`config.mk`:
```
export PLATFORM = sky130hd
export DESIGN_NAME = hpsp_port
export DESIGN_NICKNAME = d
export VERILOG_FILES = /design/src/hpsp_pkg.sv /design/src/hpsp_buffer.sv /design/src/hpsp_port.sv
export SDC_FILE = /design/constraint.sdc
export NUM_CORES = 1
export LEC_CHECK = 0
export ABC_AREA = 1
export BUFFER_PORTS_ARGS = -buffer_cell sky130_fd_sc_hd__buf_2
export CAP_MARGIN = 40
export CORE_MARGIN = 3
export CORE_UTILIZATION = 59
export DETAILED_ROUTE_END_ITERATION = 10
export HOLD_SLACK_MARGIN = 0.12
export PLACE_DENSITY = 0.9
export SYNTH_ARGS = -nofsm -noshare
export SYNTH_HDL_FRONTEND = slang
export SYNTH_SLANG_ARGS = --single-unit
```
`constraint.sdc`:
```
create_clock -name clk_sys -period 3 [get_ports clk_sys]
set_input_delay 0.3 -clock clk_sys [delete_from_list [all_inputs] [get_ports clk_sys]]
set_output_delay 0.3 -clock clk_sys [all_outputs]
set_load 0.01 [all_outputs]
```
`src/hpsp_pkg.sv`:
```
// Shared constants and types for the host parallel slave port.
// Assumes one system clock; every host pin is already synchronous to it.
package hpsp_pkg;

  // ---------------------------------------------------------------
  // Widths
  // ---------------------------------------------------------------
  localparam int LANE_W = 8;                   // One group of data lanes
  localparam int WORD_W = 16;                  // Fast mode word

  // ---------------------------------------------------------------
  // Address pin encodings
  // ---------------------------------------------------------------
  localparam logic MODE_COMM = 1'b0;           // Communication/control mode
  localparam logic MODE_FAST = 1'b1;           // Fast 16-bit data mode
  localparam logic SEL_DATA  = 1'b0;           // Data transfer in mode 0
  localparam logic SEL_CTRL  = 1'b1;           // Status (read) or control (write)

  // ---------------------------------------------------------------
  // Reset values
  // ---------------------------------------------------------------
  localparam logic [WORD_W-1:0] WORD_RESET = 16'h0000;
  localparam logic [LANE_W-1:0] LANE_ZERO  = 8'h00;

  // One host write as handed to the core
  typedef struct packed {
    logic              mode;                   // Mode pin at the write
    logic              sel;                    // Type pin, zero in fast mode
    logic [WORD_W-1:0] data;                   // Upper byte zero in mode 0
  } hpsp_word_t;

  localparam hpsp_word_t HPSP_WORD_RESET = '{mode: MODE_COMM, sel: SEL_DATA,
                                             data: WORD_RESET};

endpackage : hpsp_pkg

```
`src/hpsp_buffer.sv`:
```
// Two-entry buffer with valid/ready on both sides.
// Assumes the sink may stall at will; a full buffer drops its in_ready.
module hpsp_buffer
  import hpsp_pkg::*;
(
  // Clock and reset
  input  wire logic       clk_sys,
  input  wire logic       reset_n,
  // Filling side
  input  wire logic       in_valid,
  output logic            in_ready,
  input  hpsp_word_t      in_word,
  // Draining side
  output logic            out_valid,
  input  wire logic       out_ready,
  output hpsp_word_t      out_word
);

  // ---------------------------------------------------------------
  // Storage: head feeds the output, spare catches a stalled word
  // ---------------------------------------------------------------
  hpsp_word_t head_reg, head_next;             // Word presented to sink
  hpsp_word_t spare_reg, spare_next;           // Second entry
  logic       head_v_reg, head_v_next;         // Head holds a word
  logic       spare_v_reg, spare_v_next;       // Spare holds a word

  // Next-state: pop first, then place the new word
  always_comb begin
    head_next    = head_reg;
    spare_next   = spare_reg;
    head_v_next  = head_v_reg;
    spare_v_next = spare_v_reg;
    if (head_v_reg && out_ready) begin
      if (spare_v_reg) begin
        // Spare moves up so order is kept
        head_next    = spare_reg;
        spare_v_next = 1'b0;
      end else begin
        head_v_next = 1'b0;
      end
    end
    if (in_valid && !spare_v_reg) begin
      if (!head_v_next) begin
        head_next   = in_word;
        head_v_next = 1'b1;
      end else begin
        spare_next   = in_word;
        spare_v_next = 1'b1;
      end
    end
  end

  // Registers only
  always_ff @(posedge clk_sys or negedge reset_n) begin
    if (!reset_n) begin
      head_reg    <= HPSP_WORD_RESET;
      spare_reg   <= HPSP_WORD_RESET;
      head_v_reg  <= 1'b0;
      spare_v_reg <= 1'b0;
    end else begin
      head_reg    <= head_next;
      spare_reg   <= spare_next;
      head_v_reg  <= head_v_next;
      spare_v_reg <= spare_v_next;
    end
  end

  // Ready is honest: refused only while both entries are taken
  assign in_ready  = !spare_v_reg;
  assign out_valid = head_v_reg;
  assign out_word  = head_reg;

endmodule : hpsp_buffer

```
`src/hpsp_port.sv`:
```
// Host parallel slave port: strobed host pins on one side, core streams
// on the other. Assumes all host pins are synchronous to clk_sys and the
// testbench resolves the data lanes from the output enables.
module hpsp_port
  import hpsp_pkg::*;
(
  // Clock and reset
  input  wire logic              clk_sys,
  input  wire logic              reset_n,
  // Host strobes and address
  input  wire logic              cs_n,
  input  wire logic              rd_n,
  input  wire logic              wr_n,
  input  wire logic              transfer_type_select,
  input  wire logic              transfer_mode_select,
  // Host data lanes, split into in/out/enable
  input  wire logic [LANE_W-1:0] lower_data_lanes_in,
  input  wire logic [LANE_W-1:0] upper_data_lanes_in,
  output logic      [LANE_W-1:0] lower_data_lanes_out,
  output logic      [LANE_W-1:0] upper_data_lanes_out,
  output logic                   lower_data_lanes_oe,
  output logic                   upper_data_lanes_oe,
  // Host flags
  output logic                   irq,
  output logic                   transfer_ready,
  // Core side: words written by the host
  output logic                   rx_valid,
  input  wire logic              rx_ready,
  output hpsp_word_t             rx_word,
  // Core side: words for the host to read
  input  wire logic              tx_valid,
  output logic                   tx_ready,
  input  wire logic [WORD_W-1:0] tx_data,
  // Core side: status byte seen by mode 0 status reads
  input  wire logic [LANE_W-1:0] status_byte
);

  // ---------------------------------------------------------------
  // Strobe decode
  // ---------------------------------------------------------------
  logic rd_act;                                // Select and read both low
  logic wr_act;                                // Select and write both low
  logic rd_start;                              // First cycle of a read
  logic wr_commit;                             // Write strobe rose under select
  logic fast;                                  // Fast mode selected now

  // Previous pin levels for edge detection
  logic rd_act_reg, rd_act_next;
  logic wr_n_reg, wr_n_next;
  logic cs_n_reg, cs_n_next;

  assign fast      = (transfer_mode_select == MODE_FAST);
  assign rd_act    = !cs_n && !rd_n;
  assign wr_act    = !cs_n && !wr_n;
  assign rd_start  = rd_act && !rd_act_reg;
  // Rising write strobe while select was low in the cycle before the rise
  assign wr_commit = !wr_n_reg && wr_n && !cs_n_reg;

  // ---------------------------------------------------------------
  // Write capture
  // ---------------------------------------------------------------
  hpsp_word_t wr_word_reg, wr_word_next;       // Last word seen under strobe
  logic       wr_pend_reg, wr_pend_next;       // Word waiting for buffer
  hpsp_word_t pend_word_reg, pend_word_next;   // Word offered to buffer
  logic       buf_in_ready;                    // Buffer has room

  // Sample lanes every cycle the strobe is low; the rise commits them
  always_comb begin
    wr_word_next = wr_word_reg;
    pend_word_next = pend_word_reg;
    wr_pend_next = wr_pend_reg;
    if (wr_act) begin
      wr_word_next.mode = transfer_mode_select;
      if (fast) begin
        // Type pin plays no part in fast mode
        wr_word_next.sel  = SEL_DATA;
        wr_word_next.data = {upper_data_lanes_in, lower_data_lanes_in};
      end else begin
        wr_word_next.sel  = transfer_type_select;
        wr_word_next.data = {LANE_ZERO, lower_data_lanes_in};
      end
    end
    // Offered word leaves once the buffer takes it
    if (wr_pend_reg && buf_in_ready) begin
      wr_pend_next = 1'b0;
    end
    // A fresh commit wins over the hand-off in the same cycle
    if (wr_commit) begin
      pend_word_next = wr_word_reg;
      wr_pend_next   = 1'b1;
    end
  end

  // ---------------------------------------------------------------
  // Outbound holding and read data
  // ---------------------------------------------------------------
  logic [WORD_W-1:0] hold_reg, hold_next;      // Word waiting for the host
  logic              full_reg, full_next;      // Holding register valid
  logic [WORD_W-1:0] dout_reg, dout_next;      // Word on the lanes
  logic              oe_lo_reg, oe_lo_next;    // Lower lanes driven
  logic              oe_hi_reg, oe_hi_next;    // Upper lanes driven
  logic              txr_reg, txr_next;        // Core may hand over a word
  logic              irq_reg, irq_next;        // Interrupt to host
  logic              xrdy_reg, xrdy_next;      // Transfer ready to host
  logic              last_rd_reg, last_rd_next;// Last fast access was a read

  // Read path: choose the word at the start, pop data reads
  always_comb begin
    hold_next    = hold_reg;
    full_next    = full_reg;
    dout_next    = dout_reg;
    last_rd_next = last_rd_reg;
    if (rd_start) begin
      if (fast) begin
        // Full word, type pin ignored
        dout_next    = hold_reg;
        full_next    = 1'b0;
        last_rd_next = 1'b1;
      end else if (transfer_type_select == SEL_CTRL) begin
        // Status read does not consume data
        dout_next = {LANE_ZERO, status_byte};
      end else begin
        dout_next = {LANE_ZERO, hold_reg[LANE_W-1:0]};
        full_next = 1'b0;
      end
    end
    if (wr_commit && fast) begin
      last_rd_next = 1'b0;
    end
    // Refill only into an empty holding register
    if (tx_valid && txr_reg) begin
      hold_next = tx_data;
      full_next = 1'b1;
    end
  end

  // Pin drivers and host flags, all registered
  always_comb begin
    // Drive only during a read; released otherwise
    oe_lo_next = rd_act;
    oe_hi_next = rd_act && fast;
    // Ready to the core follows the holding register
    txr_next   = !full_next;
    // Held data raises the request; any read holds it low
    irq_next   = full_next && !rd_act;
    // Next access allowed once strobes are back, write handed off,
    // and after a fast read the next word is already held
    xrdy_next  = !rd_act && !wr_act && !wr_pend_next &&
                 (!last_rd_next || full_next);
  end

  // ---------------------------------------------------------------
  // Registers
  // ---------------------------------------------------------------
  always_comb begin
    rd_act_next = rd_act;
    wr_n_next   = wr_n;
    cs_n_next   = cs_n;
  end

  // Edge history: idle pins after reset so no false strobe is seen
  always_ff @(posedge clk_sys or negedge reset_n) begin
    if (!reset_n) begin
      rd_act_reg <= 1'b0;
      wr_n_reg   <= 1'b1;
      cs_n_reg   <= 1'b1;
    end else begin
      rd_act_reg <= rd_act_next;
      wr_n_reg   <= wr_n_next;
      cs_n_reg   <= cs_n_next;
    end
  end

  // Write capture state
  always_ff @(posedge clk_sys or negedge reset_n) begin
    if (!reset_n) begin
      wr_word_reg   <= HPSP_WORD_RESET;
      pend_word_reg <= HPSP_WORD_RESET;
      wr_pend_reg   <= 1'b0;
    end else begin
      wr_word_reg   <= wr_word_next;
      pend_word_reg <= pend_word_next;
      wr_pend_reg   <= wr_pend_next;
    end
  end

  // Read path and flags; transfer ready low until the first edge
  always_ff @(posedge clk_sys or negedge reset_n) begin
    if (!reset_n) begin
      hold_reg    <= WORD_RESET;
      full_reg    <= 1'b0;
      dout_reg    <= WORD_RESET;
      oe_lo_reg   <= 1'b0;
      oe_hi_reg   <= 1'b0;
      txr_reg     <= 1'b0;
      irq_reg     <= 1'b0;
      xrdy_reg    <= 1'b0;
      last_rd_reg <= 1'b0;
    end else begin
      hold_reg    <= hold_next;
      full_reg    <= full_next;
      dout_reg    <= dout_next;
      oe_lo_reg   <= oe_lo_next;
      oe_hi_reg   <= oe_hi_next;
      txr_reg     <= txr_next;
      irq_reg     <= irq_next;
      xrdy_reg    <= xrdy_next;
      last_rd_reg <= last_rd_next;
    end
  end

  // ---------------------------------------------------------------
  // Write buffer toward the core
  // ---------------------------------------------------------------
  // A stalled core fills it; transfer ready then stays low so the
  // host is held off in fast mode. Mode 0 writes have no pacing, so
  // a host that outruns a stalled core overwrites the pending word.
  hpsp_buffer u_buffer (
    .clk_sys   (clk_sys),
    .reset_n   (reset_n),
    .in_valid  (wr_pend_reg),
    .in_ready  (buf_in_ready),
    .in_word   (pend_word_reg),
    .out_valid (rx_valid),
    .out_ready (rx_ready),
    .out_word  (rx_word)
  );

  // ---------------------------------------------------------------
  // Outputs
  // ---------------------------------------------------------------
  assign lower_data_lanes_out = dout_reg[LANE_W-1:0];
  assign upper_data_lanes_out = dout_reg[WORD_W-1:LANE_W];
  assign lower_data_lanes_oe  = oe_lo_reg;
  assign upper_data_lanes_oe  = oe_hi_reg;
  assign irq                  = irq_reg;
  assign transfer_ready       = xrdy_reg;
  assign tx_ready             = txr_reg;

endmodule : hpsp_port

```
* After elaboration in Yosys (flattened, before gate mapping)
Cells that the tools add are included. Widths: inputs -> output; s select.
Cells by class: add/sub/neg operators 0, multipliers 0, divide/modulo/power cells 0, $lt $le $gt $ge 0, equal/unequal tests 0, shifts and indexed selects 0, mux-type cells 22, bitwise gates (word level) 0, reductions and logical operators 28
Operators by type and width (count):
- $mux 18 | 4
- $mux 17 | 1
- $mux 16 | 1
- $mux 1 | 15
- $logic_and 1x1->1 | 14
- $logic_not 1->1 | 12
- $mux 8 | 1
- $reduce_and 2->1 | 1
- $logic_or 1x1->1 | 1
Storage, ports and cells: register bits after elaboration 116, latch bits 0, RAM bits 0, memory bits (read-only) 0, input port bits 49, output and inout bits 40, logic and storage cells 76, memories 0

* Longest topological paths before layout
depth in word-level cells 8, depth in mapped cells 8

* By module
From an unflattened synthesis, not the netlist that was laid out.
Second synthesis, totals: cell total of the unflattened synthesis 530, area total of the unflattened synthesis 4948.5 µm²
By module, submodules not included:
- hpsp_port | times used 1, cells an instance 285, area an instance 3044.2 µm², seq. area each 1954.4 µm²
- hpsp_buffer | times used 1, cells an instance 245, area an instance 1904.3 µm², seq. area each 950.9 µm²

* Worst setup path before layout
No wires, ideal clock.
kind register to register, start reg u_buffer.head_v_reg (netlist: u_buffer.out_valid), end reg u_buffer.spare_reg[11] (netlist bit), arrival time 1062 ps, data required time 2879 ps, path slack 1817 ps, cell stages (with the launch flop) 7, cell sequence dfrtp_1 -> inv_1 -> nor2_4 -> nand2_2 -> buf_2 -> nand2_1 -> o21ai_1
Between the ends: longest elaborated chain between the ends 3, elaborated cells between the ends (all ways) 4, classes of those cells mux: 2; reduce/logical: 2
RTL lines:
- start: declaration | RTL line hpsp_buffer.sv:24 | logic head_v_reg, head_v_next;
- start signal: assignment | RTL line hpsp_buffer.sv:63 | head_v_reg <= head_v_next;
- $mux 1 / $logic_and 1x1->1 (equally long branches) | RTL line hpsp_buffer.sv:34, hpsp_buffer.sv:33
- $mux 1 * | RTL line hpsp_buffer.sv:33 | if (head_v_reg && out_ready) begin
- $reduce_and 2->1 (no line) *
- end signal: assignment | RTL line hpsp_buffer.sv:62 | spare_reg <= spare_next;
- end: declaration | RTL line hpsp_buffer.sv:23 | hpsp_word_t spare_reg, spare_next;
Mark *: on every way between the ends. The rest lies on a longest branch, timed or not. A chain may end at the register's enable or synchronous reset.

* Final worst setup path
start reg oe_lo_reg (netlist: lower_data_lanes_oe), end out lower_data_lanes_oe
RTL lines:
- start: declaration | RTL line hpsp_port.sv:100 | logic oe_lo_reg, oe_lo_next;
- start signal: assignment | RTL line hpsp_port.sv:203 | oe_lo_reg <= oe_lo_next;
- end: declaration | RTL line hpsp_port.sv:21 | output logic lower_data_lanes_oe,
No word-level cell between the ends.

==> flow_summary.json <==
{
  "status": "finished, final reports clean",
  "path_clk_slew_ps": 50,
  "design.core.area_sq_mm": 0.00781,
  "vias": 3955,
  "yosysSeqAreaShare": 0.609,
  "max_freq_mhz": 623,
  "numCtsBuffers": 17,
  "hold_viol": 0,
  "first_pass_iters": 5,
  "syn_inst": 476,
  "p_leak_nw": 3.12,
  "multi_input_area_sq_mm": 0.00149,
  "worst_setup_path_end_kind": "primary output",
  "gr-total-overflow": 0,
  "path_buf_inv": 1,
  "crit_path_start_kind": "flip-flop",
  "cp.arrival_ps": 1310,
  "cts_max_level": 4,
  "drcViolationCount": 0,
  "top_layer_used": "met4",
  "portBuffers": 88,
  "wl_met1_um": 4600,
  "placementRows": 32,
  "ys.warnings.count": 0,
  "drive_gt1_frac": 0.261,
  "crit_family": "flip-flops",
  "cts_tree": "yes",
  "fin_nets": 657,
  "path_class": "flip-flop to primary output",
  "regArea_sq_mm": 0.00291,
  "worst_path_max_delay_cell": "dfrtp_1",
  "cap_violations": 0,
  "cts_setup_buffers": 0,
  "path_depth": 1,
  "place_congestion": 0.838,
  "finalSetupTns_ps": 0,
  "io_pins": 89,
  "dr_wl_met2_um": 6110,
  "nFillCells": 451,
  "dieArea_sq_mm": 0.00920,
  "antenna_found_initial": 0,
  "n_antenna_cell": 0,
  "synth.net_count": 525,
  "finClkSkew_ps": 6.20,
  "path_cells": "buf_2",
  "ctsHoldBuffers": 44,
  "cp-endpoint": "lower_data_lanes_oe",
  "grt_pass1_vias": 3959,
  "hpwlAfterDp_um": 6440,
  "synth_cell_types": 26,
  "period_share": 0.535,
  "clockBufferDepth": 2,
  "finalSetupViolations": 0,
  "cts_root_buf": "clkbuf_8",
  "synthesis.area_sq_mm": 0.00477,
  "wire_per_inst_um": 16.3,
  "worstSetupStartpoint": "lower_data_lanes_oe$_DFF_PN0_",
  "grt_max_degree": 65,
  "async_reset_ff_frac": 1.00,
  "cts_resized": 0,
  "r2r-end": "u_buffer.spare_reg[9]$_DFFE_PN0P_",
  "worst-path-max-fanout": 11,
  "start_util": 0.611,
  "synth_top_cells_by_area": "dfrtp_1, nand2_1, o21ai_0, inv_1, nand3_1",
  "ys_ff_latch": 116,
  "wl_met3_um": 919,
  "slowest_delay_ps": 580,
  "worstHoldPathType": "primary input to flip-flop",
  "vdd_drop_max_mv": 0.516,
  "grt_util_all_layers": 0.278,
  "yosysTopAreaCellShare": 0.598,
  "grt_pass1_wl_um": 19000,
  "fp.dieW_um": 95.9,
  "worstMarginPinSlew_ps": 826,
  "worstSkewPairLatency_ps": 510,
  "final_core_util": 0.796,
  "cts.sinks": 116,
  "die_height_um": 95.9,
  "r2r-start": "u_buffer.spare_v_reg$_DFF_PN0_",
  "synth_top_area_cell": "dfrtp_1",
  "worstPathRequired_ps": 2700,
  "postRouteAntennaNets": 0,
  "ys.flop_type": "dfrtp_1",
  "avgSynthCellArea_sq_um": 10.0,
  "fin_crit_ps": 1610,
  "ff2ff_setup_slack_ps": 1500,
  "drt_iter0_markers": 279,
  "synthToLayoutAreaGrowth_pct": 30.2,
  "p_per_area_mw_per_mm2": 885,
  "vias_per_cell": 5.49,
  "reg2reg_depth": 6,
  "slew_headroom": 0.449,
  "wl_um": 11800,
  "drv_slew": 0,
  "synth_edf_count": 0,
  "rsz0062_at_grt": "false"
}
per-layer routing:
layer,up-vias,track usage
met5,-,0
met4,0,0.0806
met3,19,0.0899
met1,1925,0.339
li1,1817,-
met2,194,0.474
cells in the final DEF, fill, tap and decap left out, drive strengths merged:
cell,netlist,layout
nand3,31,31
mux2,5,5
dfstp,2,2
o21ai,71,71
clkinv,0,4
o22ai,13,13
a21oi,23,23
nand4,1,1
buf,19,92
dlygate4sd3,0,44
dfrtp,114,114
bufinv,0,1
a31oi,8,8
clkbuf,4,24
nor2,50,50
inv,53,53
nand2,82,82
report_power, final:
group | total, mW | switching [mW] | internal, mW
clock network | 1.82 | 0.633 | 1.19
logic | 1.30 | 0.749 | 0.547
registers | 2.39 | 0.309 | 2.08
worst min-delay path by stage:
stage                                    start                                  to  slack (ps)  cells past startpoint
after global placement                 reset_n      u_buffer.out_word[4]$_DFF_PN0_         430                      1
after detailed placement               reset_n      u_buffer.out_word[4]$_DFF_PN0_         440                      1
after floorplan                        reset_n             dout_reg[0]$_DFFE_PN0N_           4                      0
final                                 rx_ready      u_buffer.spare_v_reg$_DFF_PN0_         160                      4
after CTS                 transfer_type_select             dout_reg[4]$_DFFE_PN0N_         130                      3
after global routing                  rx_ready  u_buffer.spare_reg[14]$_DFFE_PN0P_         160                      4
layout make-up:
cell class                 instances  area share
inverter                          53      0.0328
tap                              102      0.0205
multi-input combinational        284       0.240
clock inverter                     5     0.00806
sequential                       116       0.468
timing repair buffer             136       0.151
clock buffer                      24      0.0790
metrics by stage:
stage	setup WS (ps)	cells	power [mW]	instance area, sq um	hold WS [ps]
final	1390	720	5.50	6210	164
after global routing	1350	720	5.81	6210	165
after CTS	1400	720	5.49	6210	134
after detailed placement	1550	647	3.59	5230	440
after global placement	1420	645	3.49	5200	430
after floorplan	1820	476	3.15	4770	4.41
cells in the mapped netlist, types with 2 or more instances:
master	n
dfrtp_1	114
nand2_1	77
inv_1	48
o21ai_0	48
nor2_1	41
nand3_1	31
a21oi_1	23
o21ai_1	17
o22ai_2	10
buf_2	9
buf_6	9
a31oi_1	8
nor2_4	7
o21ai_2	6
mux2_2	5
clkbuf_1	4
inv_2	3
nand2_2	3
o22ai_1	3
dfstp_2	2
inv_4	2
nand2_4	2
cells by family after synthesis:
group | Yosys count | share of synthesized area
buffers and inverters | 76 | 0.0781
AO/OA/AOI/OAI | 115 | 0.144
AND/OR/NAND/NOR | 164 | 0.157
flip-flops | 116 | 0.609
multiplexers | 5 | 0.0118
No activity file was read; power rests on OpenSTA's default activity.
